===== src/fdp_regs.svh =====
`ifndef FDP_REGS_SVH
`define FDP_REGS_SVH
// Fault unit register offsets on the dedicated APB port.
`define FDP_OFS_STATUS 8'h00
`define FDP_OFS_INJECT 8'h04
`define FDP_OFS_FHI_EN 8'h08
`define FDP_OFS_ERI_EN 8'h0C
`define FDP_OFS_WD_TMO 8'h10
`define FDP_OFS_SYND 8'h14
// Reset values.
`define FDP_RST_MASK 8'hFF
`define FDP_RST_WD_TMO 16'h0100
// Sizes of the configurable buses.
`define FDP_BUF_UNITS 4
`define FDP_BUF_WIRES 4
`define FDP_CHANNELS 2
`define FDP_TIES 4
// CRC generator polynomial for shared RAM entries.
`define FDP_CRC_POLY 8'h07
`endif


===== src/fdp_pkg.sv =====
package fdp_pkg;
  // Watchdog sequencer states.
  typedef enum logic [1:0] {
    FDP_WD_PING = 2'b00,
    FDP_WD_WAIT = 2'b01,
    FDP_WD_NEXT = 2'b10
  } fdp_wd_t;
  // Bit position of each safety mechanism in the error record.
  typedef enum logic [2:0] {
    FDP_SM_LOCKSTEP = 3'h0,
    FDP_SM_CRC = 3'h1,
    FDP_SM_WATCHDOG = 3'h2,
    FDP_SM_BUF_WIRE = 3'h3,
    FDP_SM_CHANNEL = 3'h4,
    FDP_SM_TIEOFF = 3'h5,
    FDP_SM_BUS_PAR = 3'h6,
    FDP_SM_MTEST = 3'h7
  } fdp_sm_t;
endpackage : fdp_pkg


===== src/fdp_fault_detect.sv =====
`timescale 1ns/1ps
`include "fdp_regs.svh"
module fdp_fault_detect import fdp_pkg::*; (
  // Clock and reset pairs.
  input wire logic sys_clk_i,
  input wire logic rst_n_i,
  input wire logic rst_red_n_i,
  input wire logic fmu_rst_n_i,
  input wire logic fmu_rst_red_n_i,
  input wire logic mtest_rst_n_i,
  input wire logic mtest_rst_red_n_i,
  output logic mtest_rst_o,
  // Scan controls.
  input wire logic scan_rst_dis_i,
  input wire logic scan_rst_dis_red_i,
  input wire logic scan_cg_force_red_i,
  output logic red_cg_en_o,
  // Functional datapath under lock-step.
  input wire logic func_en_i,
  input wire logic [7:0] func_data_i,
  output logic [7:0] func_data_o,
  // Shared RAM port.
  input wire logic ram_we_i,
  input wire logic ram_re_i,
  input wire logic [3:0] ram_addr_i,
  input wire logic [7:0] ram_wdata_i,
  output logic [7:0] ram_rdata_o,
  // Watchdog and buffer unit fault wires.
  output logic [`FDP_BUF_UNITS-1:0] ping_o,
  input wire logic [`FDP_BUF_UNITS-1:0] ping_ack_i,
  input wire logic [`FDP_BUF_WIRES-1:0] buf_fault_i,
  // Fault indicator channels.
  input wire logic [`FDP_CHANNELS-1:0] fault_req_i,
  input wire logic [`FDP_CHANNELS-1:0] fault_req_red_i,
  output logic [`FDP_CHANNELS-1:0] fault_ack_o,
  output logic [`FDP_CHANNELS-1:0] fault_ack_red_o,
  // Configuration tie-offs and their inverted copies.
  input wire logic [`FDP_TIES-1:0] cfg_tie_i,
  input wire logic [`FDP_TIES-1:0] cfg_tie_red_i,
  // Dedicated APB port of the fault unit.
  input wire logic psel_i,
  input wire logic penable_i,
  input wire logic pwrite_i,
  input wire logic [7:0] paddr_i,
  input wire logic [31:0] pwdata_i,
  input wire logic pwdata_chk_i,
  output logic [31:0] prdata_o,
  output logic prdata_chk_o,
  output logic pready_o,
  output logic pslverr_o,
  // Interrupts to the safety island.
  output logic fault_handling_irq_o,
  output logic fault_handling_irq_chk_o,
  output logic error_recovery_irq_o,
  output logic error_recovery_irq_chk_o
);
  localparam int NB = `FDP_BUF_UNITS;
  localparam int NC = `FDP_CHANNELS;
  localparam int NT = `FDP_TIES;
  localparam int SW = NB + `FDP_BUF_WIRES + 2 * NC + 2 * NT + 2;

  // CRC over address and data; used on write and on read check.
  function automatic logic [7:0] fdp_crc8(input logic [11:0] v);
    logic [7:0] c;
    c = 8'h00;
    for (int i = 11; i >= 0; i--) begin
      c = {c[6:0], 1'b0} ^ ((c[7] ^ v[i]) ? `FDP_CRC_POLY : 8'h00);
    end
    return c;
  endfunction : fdp_crc8

  // Mapped-address test, used only by the error answer; read data decodes its own offsets.
  function automatic logic fdp_hit(input logic [7:0] a);
    return a == `FDP_OFS_STATUS || a == `FDP_OFS_INJECT || a == `FDP_OFS_FHI_EN ||
      a == `FDP_OFS_ERI_EN || a == `FDP_OFS_WD_TMO || a == `FDP_OFS_SYND;
  endfunction : fdp_hit

  // Reset generators; the redundant chains are two stages longer.
  logic [1:0] prst; // Primary main reset chain.
  logic [3:0] rrst; // Redundant main reset chain.
  logic [1:0] frst; // Primary fault-unit reset chain.
  logic [3:0] frrst; // Redundant fault-unit reset chain.
  wire main_rst = ~prst[1];
  wire red_rst = ~rrst[3];
  wire fmu_rst = ~frst[1] | ~frrst[3];

  // Scan disable holds the chains released so scanned flops stay quiet.
  always_ff @(posedge sys_clk_i) begin
    if (!rst_n_i && !scan_rst_dis_i) prst <= 2'h0;
    else prst <= {prst[0], 1'b1};
    if (!fmu_rst_n_i && !scan_rst_dis_i) frst <= 2'h0;
    else frst <= {frst[0], 1'b1};
  end

  // Redundant chains release two cycles after the primary ones.
  always_ff @(posedge sys_clk_i) begin
    if (!rst_red_n_i && !scan_rst_dis_red_i) rrst <= 4'h0;
    else rrst <= {rrst[2:0], 1'b1};
    if (!fmu_rst_red_n_i && !scan_rst_dis_red_i) frrst <= 4'h0;
    else frrst <= {frrst[2:0], 1'b1};
  end

  // Two-flop synchroniser for every pin from outside this domain.
  // Left without reset: a reset value of zero would fake a tie-off fault.
  logic [SW-1:0] sync1; // First stage; read only by the second.
  logic [SW-1:0] sync2; // Second stage; safe to use.
  always_ff @(posedge sys_clk_i) begin
    sync1 <= {ping_ack_i, buf_fault_i, fault_req_i, fault_req_red_i, cfg_tie_i, cfg_tie_red_i,
      mtest_rst_n_i, mtest_rst_red_n_i};
    sync2 <= sync1;
  end
  wire mtest_red_s = sync2[0];
  wire mtest_s = sync2[1];
  wire [NT-1:0] tie_red_s = sync2[2+:NT];
  wire [NT-1:0] tie_s = sync2[2+NT+:NT];
  wire [NC-1:0] req_red_s = sync2[2+2*NT+:NC];
  wire [NC-1:0] req_s = sync2[2+2*NT+NC+:NC];
  wire [`FDP_BUF_WIRES-1:0] bfault_s = sync2[2+2*NT+2*NC+:`FDP_BUF_WIRES];
  wire [NB-1:0] ack_s = sync2[SW-NB+:NB];

  // Memory-test reset only takes effect when both copies assert.
  always_ff @(posedge sys_clk_i) begin
    if (main_rst) mtest_rst_o <= 1'b0;
    else mtest_rst_o <= ~mtest_s & ~mtest_red_s;
  end

  // Input delay line feeding the redundant copy.
  logic [1:0] d_en; // Enables delayed by one and two cycles.
  logic [7:0] d_dat [2]; // Data delayed by one and two cycles.
  logic [7:0] p_acc; // Primary functional state.
  logic [7:0] p_dly [2]; // Primary result aligned to the redundant copy.
  logic [7:0] r_acc; // Redundant functional state.
  always_ff @(posedge sys_clk_i) begin
    if (main_rst) begin
      d_en <= 2'h0;
      p_acc <= 8'h00;
    end else begin
      d_en <= {d_en[0], func_en_i};
      if (func_en_i) p_acc <= p_acc + func_data_i;
    end
    d_dat[0] <= func_data_i;
    d_dat[1] <= d_dat[0];
    p_dly[0] <= p_acc;
    p_dly[1] <= p_dly[0];
  end

  // The redundant copy runs on its own late-released reset.
  always_ff @(posedge sys_clk_i) begin
    if (red_rst) r_acc <= 8'h00;
    else if (d_en[1]) r_acc <= r_acc + d_dat[1];
  end
  assign func_data_o = p_acc;
  wire ls_err = ~red_rst & (p_dly[1] != r_acc);
  // Force keeps redundant gates open during scan.
  assign red_cg_en_o = d_en[1] | scan_cg_force_red_i;

  // Shared RAM: each entry holds the CRC beside its data.
  logic [15:0] mem [16]; // CRC in [15:8], data in [7:0].
  logic [15:0] rd_q; // Registered read entry.
  logic [3:0] rd_addr_q; // Address of the registered read.
  logic rd_vld_q; // A read completed last cycle.
  logic [7:0] inject; // Per-mechanism fault injection.
  wire [7:0] wr_crc = fdp_crc8({ram_addr_i, ram_wdata_i}) ^ {7'h00, inject[FDP_SM_CRC]};
  always_ff @(posedge sys_clk_i) begin
    if (ram_we_i) mem[ram_addr_i] <= {wr_crc, ram_wdata_i};
    rd_q <= mem[ram_addr_i];
    rd_addr_q <= ram_addr_i;
    if (main_rst) rd_vld_q <= 1'b0;
    else rd_vld_q <= ram_re_i;
  end
  assign ram_rdata_o = rd_q[7:0];
  wire crc_err = rd_vld_q & (rd_q[15:8] != fdp_crc8({rd_addr_q, rd_q[7:0]}));

  // Watchdog: ping one buffer unit, wait for its answer, then move on.
  fdp_wd_t wd_st; // Sequencer state.
  logic [1:0] wd_idx; // Buffer unit under test.
  logic [15:0] wd_cnt; // Cycles waited so far.
  logic [15:0] wd_tmo; // Programmed timeout.
  logic [NB-1:0] ping; // Ping lines.
  wire ack_sel = ack_s[wd_idx];
  wire [NB-1:0] ping_sel = NB'(1) << wd_idx;
  wire wd_err = (wd_st == FDP_WD_WAIT) & ~ack_sel & (wd_cnt == wd_tmo);
  always_ff @(posedge sys_clk_i) begin
    if (main_rst) begin
      wd_st <= FDP_WD_PING;
      wd_idx <= 2'h0;
      wd_cnt <= 16'h0000;
      ping <= '0;
    end else begin
      unique case (wd_st)
        FDP_WD_PING: begin
          ping <= ping_sel;
          wd_cnt <= 16'h0000;
          wd_st <= FDP_WD_WAIT;
        end
        FDP_WD_WAIT: begin
          wd_cnt <= wd_cnt + 16'h0001;
          // An answer or a timeout both end the wait.
          if (ack_sel || wd_err) begin
            ping <= '0;
            wd_st <= FDP_WD_NEXT;
          end
        end
        FDP_WD_NEXT: begin
          // Let the answer drop before pinging the next unit.
          if (!ack_sel) begin
            wd_idx <= wd_idx + 2'h1;
            wd_st <= FDP_WD_PING;
          end
        end
        default: wd_st <= FDP_WD_PING;
      endcase
    end
  end
  assign ping_o = ping;

  // Fault indicator channels: acknowledge follows the captured request.
  logic [NC-1:0] ack; // Acknowledge flops, one per channel.
  genvar g;
  for (g = 0; g < NC; g++) begin : g_chan
    always_ff @(posedge sys_clk_i) begin
      if (main_rst) ack[g] <= 1'b0;
      else ack[g] <= req_s[g];
    end
  end
  assign fault_ack_o = ack;
  assign fault_ack_red_o = ack;
  // A new request or a split between the copies is a fault.
  wire ch_err = |(req_s & ~ack) | |(req_s ^ req_red_s);
  wire tie_err = |(tie_s ~^ tie_red_s);
  wire buf_err = |bfault_s;
  wire mtest_err = mtest_s ^ mtest_red_s;

  // APB slave; always ready, error on unmapped offsets.
  wire apb_acc = psel_i & penable_i;
  wire apb_wr = apb_acc & pwrite_i;
  wire par_err = apb_wr & ~(^{pwdata_i, pwdata_chk_i});
  wire st_wr = apb_wr & (paddr_i == `FDP_OFS_STATUS);
  assign pready_o = 1'b1;
  assign pslverr_o = apb_acc & ~fdp_hit(paddr_i);

  // Detected faults, with injection forcing any mechanism.
  wire [7:0] det = {mtest_err, par_err, tie_err, ch_err, buf_err, wd_err, crc_err, ls_err} | inject;

  logic [7:0] rec; // Sticky error record.
  logic [7:0] synd; // Syndrome of the first recorded fault.
  logic [7:0] fhi_en; // Mask onto the fault-handling interrupt.
  logic [7:0] eri_en; // Mask onto the error-recovery interrupt.
  wire [7:0] clr = st_wr ? pwdata_i[7:0] : 8'h00;
  wire [7:0] next_rec = (rec & ~clr) | det;
  wire next_fhi = |(next_rec & fhi_en);
  wire next_eri = |(next_rec & eri_en);

  // Fault unit registers live only on the fault-unit reset.
  always_ff @(posedge sys_clk_i) begin
    if (fmu_rst) begin
      rec <= 8'h00;
      synd <= 8'h00;
      inject <= 8'h00;
      fhi_en <= `FDP_RST_MASK;
      eri_en <= `FDP_RST_MASK;
      wd_tmo <= `FDP_RST_WD_TMO;
    end else begin
      // Setting wins over a clear in the same cycle.
      rec <= next_rec;
      if (rec == 8'h00 && det != 8'h00) synd <= det;
      if (apb_wr && paddr_i == `FDP_OFS_INJECT) inject <= pwdata_i[7:0];
      if (apb_wr && paddr_i == `FDP_OFS_FHI_EN) fhi_en <= pwdata_i[7:0];
      if (apb_wr && paddr_i == `FDP_OFS_ERI_EN) eri_en <= pwdata_i[7:0];
      if (apb_wr && paddr_i == `FDP_OFS_WD_TMO) wd_tmo <= pwdata_i[15:0];
    end
  end

  // Interrupts and their inverted check bits, both from flops.
  always_ff @(posedge sys_clk_i) begin
    if (fmu_rst) begin
      fault_handling_irq_o <= 1'b0;
      fault_handling_irq_chk_o <= 1'b1;
      error_recovery_irq_o <= 1'b0;
      error_recovery_irq_chk_o <= 1'b1;
    end else begin
      fault_handling_irq_o <= next_fhi;
      fault_handling_irq_chk_o <= ~next_fhi;
      error_recovery_irq_o <= next_eri;
      error_recovery_irq_chk_o <= ~next_eri;
    end
  end

  // Read data is captured in the setup phase so it stands in access.
  wire [31:0] rd_mux = (paddr_i == `FDP_OFS_STATUS) ? {24'h000000, rec} :
    (paddr_i == `FDP_OFS_INJECT) ? {24'h000000, inject} :
    (paddr_i == `FDP_OFS_FHI_EN) ? {24'h000000, fhi_en} :
    (paddr_i == `FDP_OFS_ERI_EN) ? {24'h000000, eri_en} :
    (paddr_i == `FDP_OFS_WD_TMO) ? {16'h0000, wd_tmo} :
    (paddr_i == `FDP_OFS_SYND) ? {24'h000000, synd} : 32'h00000000;
  always_ff @(posedge sys_clk_i) begin
    if (fmu_rst) begin
      prdata_o <= 32'h00000000;
      prdata_chk_o <= 1'b1;
    end else if (psel_i && !penable_i) begin
      prdata_o <= rd_mux;
      prdata_chk_o <= ~(^rd_mux);
    end
  end
endmodule : fdp_fault_detect


===== config.mk =====
export PLATFORM = sky130hd
export DESIGN_NAME = fdp_fault_detect
export DESIGN_NICKNAME = d
export VERILOG_FILES = /design/src/fdp_pkg.sv /design/src/fdp_fault_detect.sv
export VERILOG_INCLUDE_DIRS = /design/src
export SDC_FILE = /design/constraint.sdc
export NUM_CORES = 1
export LEC_CHECK = 0
export ABC_CLOCK_PERIOD_IN_PS = 5190
export BUFFER_PORTS_ARGS = -buffer_cell sky130_fd_sc_hd__buf_2
export CORE_AREA = 4 4 195 235
export CTS_CLUSTER_SIZE = 12
export DETAILED_ROUTE_END_ITERATION = 10
export DIE_AREA = 0 0 199 239
export GPL_TIMING_DRIVEN = 0
export SETUP_SLACK_MARGIN = 0.5
export SYNTH_ARGS = -nofsm -noshare
export SYNTH_HDL_FRONTEND = slang
export SYNTH_SLANG_ARGS = --single-unit

===== constraint.sdc =====
create_clock -name sys_clk_i -period 5.19 [get_ports sys_clk_i]
set_clock_uncertainty 0.15 [all_clocks]
set_input_delay 0.7785 -clock sys_clk_i [delete_from_list [all_inputs] [get_ports sys_clk_i]]
set_output_delay 0.7785 -clock sys_clk_i [all_outputs]
set_load 0.02 [all_outputs]

# Yosys cells after proc, flatten, opt, wreduce, memory -nomap -nowiden
# Memories as Yosys holds them, arrays and structs flattened. A register that Yosys moved wholly into a read port is not among the register bits.
# Index checks and enable logic that the tools add are counted.
# classes
add_sub_neg	4
multipliers	0
div	0
magnitude_cmp	1
n_eq_ne	12
shift	1
n_mux	45
bitwise	79
reduce_logical	39
# op_table
operator	n
8-bit by 3-bit XOR with 8-bit output	14
16-bit 2-to-1 mux	5
3-bit 2-to-1 mux	24
33-bit XOR reduction	1
16-bit one-hot mux with 2 select lines	1
32-bit XOR reduction	1
8-bit AND	3
16-bit by 1-bit adder with 16-bit output (second input constant)	1
8-bit adder	2
16-bit == test	1
8-bit by 4-bit == test with 1-bit output (second input constant)	2
8-bit by 5-bit == test with 1-bit output (second input constant)	2
8-bit zero test	2
8-bit 2-to-1 mux	2
8-bit != test	2
8-bit bitwise OR	2
8-bit OR reduction	2
7-bit by 3-bit XOR with 7-bit output	2
1-bit XOR	13
6-bit by 3-bit XOR with 6-bit output	2
1-bit AND	10
1-bit logical AND	10
1-bit NOT	10
1-bit XOR (first input constant)	10
other kinds (31)	57
# word_totals
register_bits	199
latch_bits	0
ram_bits	288
mem_bits_ro	0
in_bits	97
output_inout_bits	65
elab_cells	218
mem_count	3
# memory_table
memory	depth	width	rd	rd_ports_with_merged_regs	wr	line	source
mem	16	16	1	1	1	fdp_fault_detect.sv:158	logic [15:0] mem [16];
d_dat	2	8	2	0	2	fdp_fault_detect.sv:129	logic [7:0] d_dat [2];
p_dly	2	8	2	0	2	fdp_fault_detect.sv:131	logic [7:0] p_dly [2];

# Depth between registers and ports, before layout
# Gate-level depths: netlist (run 1).
# logic_depth
word_depth	32
depth_mapped	11
depth_no_buf	11

# Worst setup path after synthesis (run 1)
# Ideal clock, no wire load.
# synth_path
kind	input to register
start	in ram_addr_i[0]
end	mem mem[0][10] (data pin)
setup_time_ns	0.357
arrival_time_ns	3.225
required_ns	4.683
path_slack_ns	1.458
cell_stages	9
n_path_buf	3
cell_sequence	clkbuf_1 buf_2 buf_2 inv_1 ha_1 xnor2_1 xnor2_1 xnor2_1 xnor2_1
# synth_via
elab_chain_cells	14
elab_cells_between_ends	18
cone_classes	mux (4); bitwise (14)
# synth_rtl
item	line	source
start: declaration	fdp_fault_detect.sv:25	input wire logic [3:0] ram_addr_i,
1-bit XOR *	fdp_fault_detect.sv:67	c = {c[6:0], 1'b0} ^ ((c[7] ^ v[i]) ? `FDP_CRC_POLY : 8'h00);
3-bit 2-to-1 mux *	fdp_fault_detect.sv:67	
6-bit by 3-bit XOR with 6-bit output *	fdp_fault_detect.sv:67	
7-bit by 3-bit XOR with 7-bit output *	fdp_fault_detect.sv:67	
8-bit by 3-bit XOR with 8-bit output * (4 in a row)	fdp_fault_detect.sv:67	
1-bit XOR or 8-bit by 3-bit XOR with 8-bit output (tied branches)	fdp_fault_detect.sv:67	
3-bit 2-to-1 mux, or another cell as far along	fdp_fault_detect.sv:67	
8-bit by 3-bit XOR with 8-bit output * (3 in a row)	fdp_fault_detect.sv:67	
8-bit by 1-bit XOR with 8-bit output *	fdp_fault_detect.sv:163	wire [7:0] wr_crc = fdp_crc8({ram_addr_i, ram_wdata_i}) ^ {7'h00, inject[FDP_SM_CRC]};
via wr_crc[2]	fdp_fault_detect.sv:163	
end: declaration	fdp_fault_detect.sv:158	
# Mark *: on every way through the listed nets, which the timed path passes. The rest lies on a longest branch.

# Worst setup path after layout (run 1)
# layout_path
start	in ram_addr_i[1]
end	mem mem[0][10] (data pin)
# layout_via
elab_chain_cells	15
elab_cells_between_ends	17
cone_classes	mux (3); bitwise (14)
# layout_rtl
item	line
1-bit XOR *	fdp_fault_detect.sv:67
3-bit 2-to-1 mux *	fdp_fault_detect.sv:67
5-bit by 3-bit XOR with 5-bit output *	fdp_fault_detect.sv:67
6-bit by 3-bit XOR with 6-bit output *	fdp_fault_detect.sv:67
7-bit by 3-bit XOR with 7-bit output *	fdp_fault_detect.sv:67
8-bit by 3-bit XOR with 8-bit output * (4 in a row)	fdp_fault_detect.sv:67
1-bit XOR or 8-bit by 3-bit XOR with 8-bit output (tied branches)	fdp_fault_detect.sv:67
3-bit 2-to-1 mux or 1-bit XOR (tied branches)	fdp_fault_detect.sv:67
8-bit by 3-bit XOR with 8-bit output * (3 in a row)	fdp_fault_detect.sv:67
8-bit by 1-bit XOR with 8-bit output *	fdp_fault_detect.sv:163
via wr_crc[2]	fdp_fault_detect.sv:163
# Marked as above.

==> results of run 1 <==
-- what timing repair did --
item                       CTS  global route
buffers inserted             0             0
hold endpoints to repair     0             0
setup endpoints to repair   16            16
resized for setup            1             1
-- Yosys cell counts (3+ instances only) --
| master | number | area (um^2) |
|---|---|---|
| buf_4 | 28 | 210 |
| or2_2 | 5 | 31.3 |
| nand4_1 | 13 | 81.3 |
| inv_1 | 32 | 120 |
| nor2_1 | 46 | 173 |
| xnor2_1 | 97 | 850 |
| a22oi_1 | 13 | 97.6 |
| mux4_2 | 87 | 1960 |
| clkbuf_1 | 43 | 161 |
| nand3_1 | 55 | 275 |
| nand2_1 | 97 | 364 |
| xnor3_1 | 4 | 90.1 |
| xor2_1 | 34 | 298 |
| o2bb2ai_1 | 4 | 35.0 |
| and2_1 | 18 | 113 |
| nor3_1 | 9 | 45.0 |
| edfxtp_1 | 256 | 7690 |
| dfxtp_1 | 231 | 4620 |
| a21oi_1 | 48 | 240 |
| buf_2 | 5 | 25.0 |
| ha_1 | 28 | 350 |
| nor2b_1 | 35 | 219 |
| nand2b_1 | 8 | 50.1 |
| o211ai_1 | 5 | 37.5 |
| or3_1 | 6 | 37.5 |
| o21bai_1 | 6 | 45.0 |
| o21ai_0 | 14 | 70.1 |
| a211o_1 | 3 | 26.3 |
| a21o_1 | 9 | 67.6 |
| and3b_1 | 4 | 35.0 |
| buf_1 | 4 | 15.0 |
| and3_1 | 24 | 150 |
| mux2i_1 | 33 | 330 |
| mux2_2 | 4 | 45.0 |
| nor4_1 | 4 | 25.0 |
-- stage by stage --
step | instances | cell area (um^2) | utilization
detailed placement | 2067 | 20800 | 0.479
floorplan | 1365 | 19400 | -
finish | 2156 | 22400 | 0.514
global placement | 2067 | 20800 | 0.479
global route | 2156 | 22400 | 0.514
CTS | 2156 | 22300 | 0.513
-- registers in the layout, indices dropped and copies added, names as in the netlist, 16 cells and up --
register,cells
sync1,22
wd_cnt,16
p_dly,16
d_dat,16
sync2,22
mem,256
rd_q,16
wd_tmo,16
prdata_o,16
-- power groups by stage --
stage	clock network, W	logic, W	registers, W
2_1_floorplan	0	0.000626	0.00448
3_3_place_gp	0	0.000922	0.00449
3_5_place_dp	0	0.000947	0.00449
4_1_cts	0.00342	0.000952	0.00441
5_1_grt	0.00359	0.00103	0.00442
6_report	0.00334	0.000945	0.00441
-- final cells by class --
cell class | count | area share
multi-input cells | 764 | 0.294
clock inverters | 9 | 0.00347
repair buffers | 143 | 0.0320
clock buffers | 80 | 0.0638
flip-flops and latches | 487 | 0.551
plain buffers | 80 | 0.0184
inverters | 34 | 0.00571
well taps | 559 | 0.0313
-- worst max-delay path: stages --
cell and delay [ns]:
buf_2 0.15, clkbuf_1 0.49, clkbuf_1 0.74, inv_1 0.24
ha_1 0.35, xnor2_1 0.30, xnor2_1 0.17, xnor2_2 0.69
xnor2_2 0.40
-- cell usage in the layout, fill, tap and decap left out, types with 4 or more instances in the layout --
cell type / n
o211ai_1: 5
and3_1: 24
mux2i_1: 33
nand2b_1: 8
mux2_2: 4
nor3_1: 9
o21ai_0: 14
nand3_1: 55
or2_2: 5
and2_1: 18
nor2_1: 46
clkinv_2: 4
a21o_1: 9
nor4_1: 4
or3_1: 6
conb_1: 17
mux4_2: 87
buf_1: 4
buf_4: 28
ha_1: 28
o2bb2ai_1: 4
clkbuf_16: 51
edfxtp_1: 256
xor2_1: 34
a21oi_1: 48
nor2b_1: 35
inv_1: 32
o21bai_1: 6
dfxtp_1: 231
clkbuf_1: 68
and3b_1: 4
xnor3_1: 4
buf_2: 148
nand2_1: 97
xnor2_1: 95
clkbuf_8: 4
nand4_1: 13
a22oi_1: 13
-- kinds of logic (layout without fill, tap and decap cells) --
logic type | after synthesis | count (layout) | synth area share
flip-flops | 487 | 487 | 0.636
AND/OR/NAND/NOR | 333 | 333 | 0.0876
XOR/XNOR | 136 | 136 | 0.0651
AO/OA/AOI/OAI | 124 | 124 | 0.0424
multiplexers | 124 | 124 | 0.121
buffers and inverters | 114 | 346 | 0.0279
adder cells (fa/ha/maj) | 30 | 30 | 0.0202
other | 2 | 17 | 0.000388
-- final timing paths --
kind / start / end / cells after the start
worst max-delay path: ram_addr_i[1] / mem[0][10] / 9
worst min-delay path: cfg_tie_i[1] / sync1[7] / 1
worst max register to register: wd_idx[0] / synd[6] / 6
worst min register to register: sync1[11] / sync2[11] / 0
-- layer usage --
metal,vias to the layer above,share of wire
met5,-,0
met4,0,0.033
met3,94,0.048
met2,298,0.51
met1,5636,0.40
li1,5316,-
==> results.md, run 1 <==
- Highest ir drop seen on vdd: 0.289 mV
- Int Pwr: 0.00664 W
- Die width: 199 um
- Status: complete, no violations
- Layout cells sized above 1: 0.217
- RSZ-0062 raised after global routing: false
- Post-synth EDFFs: 256
- Cell count after synthesis: 1350
- Slew Viols, Final: 0
- WL/cell: 21.0 um
- Sequential Area: 12300 um^2
- CP Launch Type: primary input
- Row count: 84
- Worst slew margin: 0.133
- Period minus WS final: 4.27 ns
- WS Path Type: in -> reg
- Final RePlAce weighted congestion: 0.861
- CP arrival: 4.33 ns
- Final WL: 45.3 mm
- Clk_lat worst skew: 0.58 ns
- Count of state elements after synthesis: 487
- Final hold vios: 0
- DR pass1 iterations: 5
- DRC viols: 0
- Total gr overflow: 0
- Met1 Resource Use GR: 0.237
- Via count: 11300
- Sw Ratio: 0.236
- Clock share of power: 0.384
- CTS tree: built
- Die Ht: 239 um
- Fin crit share: 0.822
- # setup viols final: 0
- # diodes: 0
- Vias per cell: 5.26
- DP HPWL: 30.3 mm
- Hold_ws: 0.147 ns
- Fmax: 0.234 GHz
- Initial Utilization: 0.445
- Logic pwr share: 0.109
- Num CTS Buffers: 50
- Fin Setup TNS: 0 ns
- Fillers: 3728
- Net Sw Power: 0.00205 W
- Vias in the first global route: 11500
- Worst R2R Setup Slack: 2.29 ns
- Die area: 47600 um^2
- Htree depth: 2
- Cell area after synthesis: 19400 um^2
- Num ports: 162
- Worst min path class: in -> reg
- Clock slew at reported path FFs: 0.06 ns
- Clock root buffer: clkbuf_16
- Area delta synth->final: 15.4%
- Worst path required time: 5.25 ns
- Mapped Avg Cell Area: 14.3 um^2
- Synth cell types: 63
- Worst-path fanout max: 17
- Largest net degree at the start of global routing: 20
- DR iter-0 viols: 665
- Nets: 1687
- PnR worst setup slack: 0.921 ns
- CTS Buffer Depth: 3
- Ys flop type: edfxtp_1
- Max Cap Viol: 0
- Post-synthesis sequential area ratio: 0.636
- Hold-fix buffers at CTS: 0
- Most Crowded Layer GR: met2
- First-pass GRT wire length: 68.4 mm
- PortBufs: 143
- PD cells: 389 nW/um^2
- Core box area: 43500 um^2
- Total power: 0.00869 W
- GR Util met2: 0.335
- Worst setup EP type: flop
- Syn. warnings: 0
- Multi-input logic area: 6580 um^2
- GRT met3 Usage: 0.0352
- Clock Sinks: 487
- Initial antenna violation count: 1
- Total GRT Usage: 0.191
- Pin slew with the least headroom to its limit: 1.30 ns
- Pleak: 8.27 nW
- Sequential share of power: 0.507
- Async S/R FF share, synth: 0
- Pre-CTS WS: -0.381 ns
- Remaining antenna violation count: 0
(Power assumes the default switching activity.)
==> run 2, diff against run 1 <==
- ABC_AREA: default -> 1
- ABC_CLOCK_PERIOD_IN_PS: 5190 -> 4050
- CORE_AREA: 4 4 195 235 -> 4 4 201 242
- DIE_AREA: 0 0 199 239 -> 0 0 205 246
- clock period: 5.19 -> 4.05 ns (I/O delays scaled with it)
==> results.md, run 2 <==
- Syn. warnings: 0
- Largest cells by area after synthesis: edfxtp_1 37%, dfxtp_1 22%, nand2_1 8.5%
- DR pass1 iterations: 5
- Commonest cells in the netlist: 468 x nand2_1, 260 x nor2_1, 256 x edfxtp_1, 231 x dfxtp_1, 208 x o21ai_0
- Via count: 16400
- Num ports: 162
- Final hold vios: 0
- Final WL: 62.1 mm
- Hold depth: 1
- Worst setup EP type: flop
- Hold_ws: 0.0505 ns
- Slew Viols, Final: 0
- PD cells: 474 nW/um^2
- Total gr overflow: 0
- Final RePlAce weighted congestion: 0.911
- Post-synth top area share: 0.373
- Clock slew at reported path FFs: 0.06 ns
- Area after DPL: 22500 um^2
- PortBufs: 143
- Ys flop type: edfxtp_1
- CTS Buffer Depth: 3
- Die Ht: 246 um
- R2R Path Start: frrst[3]
- Largest register by flop count: mem
- Fillers: 4141
- Initial antenna violation count: 1
- Worst path required time: 4.09 ns
- Count of state elements after synthesis: 487
- R2R Path End: fault_handling_irq_chk_o
- Cell count after synthesis: 2200
- # setup viols final: 0
- Sequential Area: 12300 um^2
- Most common cell after layout, fill and taps aside: nand2_1
- Row count: 86
- Layout cells sized above 1: 0.141
- Period minus WS final: 3.49 ns
- DP HPWL: 44.1 mm
- RSZ-0062 raised after global routing: false
- Fin Setup TNS: 0 ns
- First-pass GRT wire length: 92.7 mm
- WHS Endpoint: rd_addr_q[3]
- Async S/R FF share, synth: 0
- CP arrival: 3.53 ns
- Worst R2R Setup Slack: 1.60 ns
- Post-CTS Repair Setup Buffers: 0
- DR iter-0 viols: 1411
- Worst-path fanout max: 16
- Fmax: 0.287 GHz
- CP Launch Type: primary input
- Logic pwr share: 0.125
- WS Path Type: in -> reg
- Mapped Avg Cell Area: 9.37 um^2
- Final instance area: 24500 um^2
- Top-count cell post-synth: nand2_1
- Die width: 205 um
- Worst R2R Path Depth: 5
- Sequential share of power: 0.489
- Area leader, netlist: edfxtp_1
- Worst slew margin: 0.132
- Remaining antenna violation count: 0
- Clock share of power: 0.387
- Multi-input logic area: 7170 um^2
- Post-synthesis sequential area ratio: 0.597
- Crit-path most repeated cell: clkbuf_1
- Htree depth: 2
- Synth cell types: 47
- Slowest cell delay on critical path: 0.99 ns
- Fin crit share: 0.861
- CP max stage cell: xnor2_1
- Max Cap Viol: 0
- Vias per cell: 5.28
- Status: complete, no violations
- WL/cell: 19.9 um
- Most frequent cells in the layout: 468 x nand2_1, 256 x edfxtp_1, 244 x nor2_1
- Ordered cell list for the critical path: buf_2 > inv_1 > clkbuf_1 > clkbuf_1 > ha_1 > xor2_1 > xnor2_1
- Total power: 0.0116 W
- Cell area after synthesis: 20600 um^2
- Pin slew with the least headroom to its limit: 1.29 ns
- Net Sw Power: 0.00302 W
- CTS tree: built
- Post-synth EDFFs: 256
- Area delta synth->final: 18.9%
- Core box area: 45900 um^2
- Num CTS Buffers: 50
- Clock Sinks: 487
- Die area: 50400 um^2
- Pleak: 10.1 nW
- Total GRT Usage: 0.240
- DRC viols: 0
- Int Pwr: 0.00859 W
- Clock root buffer: clkbuf_16
- Nets: 2584
- Largest register FFs: 256
- Clk_lat worst skew: 0.60 ns
- Hold Startpoint: ram_addr_i[3]
- Sw Ratio: 0.260
- # diodes: 0
- Worst min path class: in -> reg
- Largest net degree at the start of global routing: 20
- Initial Utilization: 0.449
- Vias in the first global route: 15900
- Highest ir drop seen on vdd: 0.378 mV
- Biggest regs: mem: 256 flops, sync1: 22 flops, sync2: 22 flops
[run 2: worst max path at each step]
stage | cells after the start | slack, ns | startpoint | to
floorplan | 8 | 0.76 | ram_addr_i[3] | mem[0][12]
global placement | 8 | -0.87 | ram_addr_i[3] | mem[7][11]
detailed placement | 8 | -0.98 | ram_addr_i[3] | mem[5][11]
CTS | 8 | 0.51 | ram_addr_i[0] | mem[3][11]
global route | 7 | 0.52 | ram_addr_i[1] | mem[8][9]
finish | 7 | 0.56 | ram_addr_i[1] | mem[9][9]
[run 2: area by class of cell]
class / instances / area share
clock inverter: 11 / 0.00587
clock buffer: 79 / 0.0591
inverter: 215 / 0.0330
sequential: 487 / 0.502
timing repair buffer: 190 / 0.0552
multi-input combinational: 1409 / 0.292
tap: 616 / 0.0314
buffer: 104 / 0.0209
[run 2: through the flow]
stage               std cells  worst slack, ns  utilization
finish                   3111            0.563        0.534
global route             3111            0.516        0.534
CTS                      3111            0.515        0.533
detailed placement       2990           -0.983        0.490
global placement         2974           -0.871        0.482
floorplan                2215            0.760            -
[run 2: power by group through the flow]
stage	Combinational [W]	Clock, W	Sequential, W
floorplan	0.000829	0	0.00577
global placement	0.00132	0	0.00578
detailed placement	0.00137	0	0.00578
CTS	0.00144	0.00458	0.00567
global route	0.00159	0.00477	0.00569
finish	0.00145	0.00449	0.00567
[run 2: what timing repair did]
| item | in CTS | in global routing |
|---|---|---|
| resized for setup | 10 | 8 |
| endpoints found under the setup margin | 80 | 80 |
| hold buffers | 31 | 0 |
| endpoints found under the hold margin | 31 | 0 |
[run 2: kinds of logic after synthesis]
family | synth area share
and+or+nand+nor | 0.176
buffers and inverters | 0.0636
AOI/OAI and AO/OA | 0.120
DFF | 0.597
xor gates and xnor gates | 0.0238
other | 0.000364
adders and majority gates | 0.0189
[run 2: worst max-delay path, delay by kind of cell]
family                   cells  cell delay (ns)
XOR/XNOR                     2             1.20
adder cells (fa/ha/maj)      1             0.38
buffers and inverters        4             1.33
[run 2: per-layer routing]
metal / GRT usage / up-vias / part of all wire / routed length (um)
li1: - / 7866 / - / -
met1: 0.290 / 7734 / 0.39 / 24200
met2: 0.425 / 653 / 0.49 / 30600
met3: 0.0375 / 184 / 0.073 / 4560
met4: 0.103 / 2 / 0.045 / 2770
met5: 0 / - / 0.00021 / 13
==> run 3, diff against run 2 <==
- BUFFER_PORTS_ARGS: -buffer_cell sky130_fd_sc_hd__buf_2 -> default
- DONT_BUFFER_PORTS: default -> 1
==> results.md, run 3 (synthesis gave the netlist of run 2 again) <==
- CTS tree: built
- Clock share of power: 0.390
- Net Sw Power: 0.00304 W
- Util after Layout: 0.524
- Highest ir drop seen on vdd: 0.358 mV
- Num ports: 162
- Pre-CTS WS: -0.737 ns
- First-pass GRT wire length: 93.8 mm
- DP HPWL: 43.4 mm
- Area delta synth->final: 16.6%
- Largest register by flop count: mem
- Remaining antenna violation count: 0
- Worst R2R Setup Slack: 1.59 ns
- Final RePlAce weighted congestion: 0.947
- Worst slew margin: 0.104
- DR pass1 iterations: 5
- Fin crit share: 0.853
- Clock root buffer: clkbuf_16
- Initial antenna violation count: 1
- Pin slew with the least headroom to its limit: 1.33 ns
- WL/cell: 21.0 um
- DRC viols: 0
- Clock slew at reported path FFs: 0.06 ns
- Row count: 86
- Fin Setup TNS: 0 ns
- Logic pwr share: 0.114
- Die area: 50400 um^2
- Sw Ratio: 0.263
- Most common cell after layout, fill and taps aside: nand2_1
- Fmax: 0.289 GHz
- CP arrival: 3.57 ns
- Final hold vios: 0
- Nets: 2472
- Largest register FFs: 256
- Worst-path fanout max: 16
- Htree depth: 2
- Worst R2R Path Depth: 11
- Total GRT Usage: 0.244
- Pleak: 9.64 nW
- Vias in the first global route: 15800
- Largest net degree at the start of global routing: 17
- Worst setup EP type: flop
- # setup viols final: 0
- CP Launch Type: primary input
- Total power: 0.0115 W
- PortBufs: 0
- Status: complete, no violations
- Max Cap Viol: 0
- Sequential share of power: 0.495
- Final instance area: 24100 um^2
- Initial Utilization: 0.449
- Biggest regs: mem: 256 flops, sync1: 22 flops, sync2: 22 flops
- Die Ht: 246 um
- Final WL: 62.9 mm
- Die width: 205 um
- Via count: 16200
- Hold depth: 2
- DR iter-0 viols: 1422
- RSZ-0062 raised after global routing: false
- PD cells: 480 nW/um^2
- Worst path required time: 4.17 ns
- Core box area: 45900 um^2
- Slew Viols, Final: 0
- Num CTS Buffers: 51
- Clk_lat worst skew: 0.63 ns
- PnR worst setup slack: 0.594 ns
- Int Pwr: 0.00851 W
- Period minus WS final: 3.46 ns
- Worst min path class: in -> reg
- Area after DPL: 21800 um^2
- WS Path Type: in -> reg
- Post-CTS Repair Setup Buffers: 0
- Total gr overflow: 0
- Clock Sinks: 487
- Most frequent cells in the layout: 468 x nand2_1, 256 x edfxtp_1, 244 x nor2_1
- Vias per cell: 5.41
- Layout cells sized above 1: 0.0868
- # diodes: 0
- CTS Buffer Depth: 3
run 3: power by group through the flow:
stage	sequential, W	combinational (W)	clock [W]
after floorplan	0.00577	0.000829	0
after global placement	0.00582	0.00116	0
after detailed placement	0.00582	0.00120	0
after CTS	0.00572	0.00130	0.00459
after global routing	0.00574	0.00146	0.00479
final	0.00572	0.00132	0.00451
run 3: critical path, cell delays in order:
cell and delay, ns:
clkbuf_2 0.21, clkinv_2 0.25, clkbuf_1 0.64, ha_1 0.40
xnor2_1 0.18, xor2_1 0.52, xor2_2 0.74
run 3: layer usage:
metal  part of all wire  global-route usage  vias up
met3              0.078              0.0437      165
li1                   -                   -     7653
met5                  0                   0        -
met1               0.38               0.296     7705
met4              0.045               0.108        0
met2               0.50               0.423      717
run 3: cell type report:
cell class              count  area [um^2]
fillers                  4154        21900
flip-flops and latches    487        12300
multi-input cells        1409         7140
clock buffers              83         1500
repair buffers             77          901
inverters                 215          808
well taps                 616          771
plain buffers             104          507
clock inverters            10          115
run 3: worst paths after layout:
kind | to | from
worst min register to register | sync2[15] | sync1[15]
worst max-delay path | mem[1][11] | ram_addr_i[3]
worst min-delay path | wd_tmo[13] | pwdata_i[13]
worst max register to register | error_recovery_irq_o | fault_ack_o[1]
run 3: what timing repair did:
action / CTS / global route
setup endpoints to repair: 64 / 16
gates cloned: 0 / 0
endpoints found under the hold margin: 189 / 0
gates resized for setup: 7 / 1
hold buffers: 61 / 0
run 3: per-stage QoR:
| step | hold slack [ns] | std cells |
|---|---|---|
| detailed placement | 0.162 | 2847 |
| global placement | 0.162 | 2831 |
| global route | 0.0206 | 3001 |
| CTS | 0.00297 | 3001 |
| floorplan | 0.160 | 2215 |
| finish | 0.0381 | 3001 |
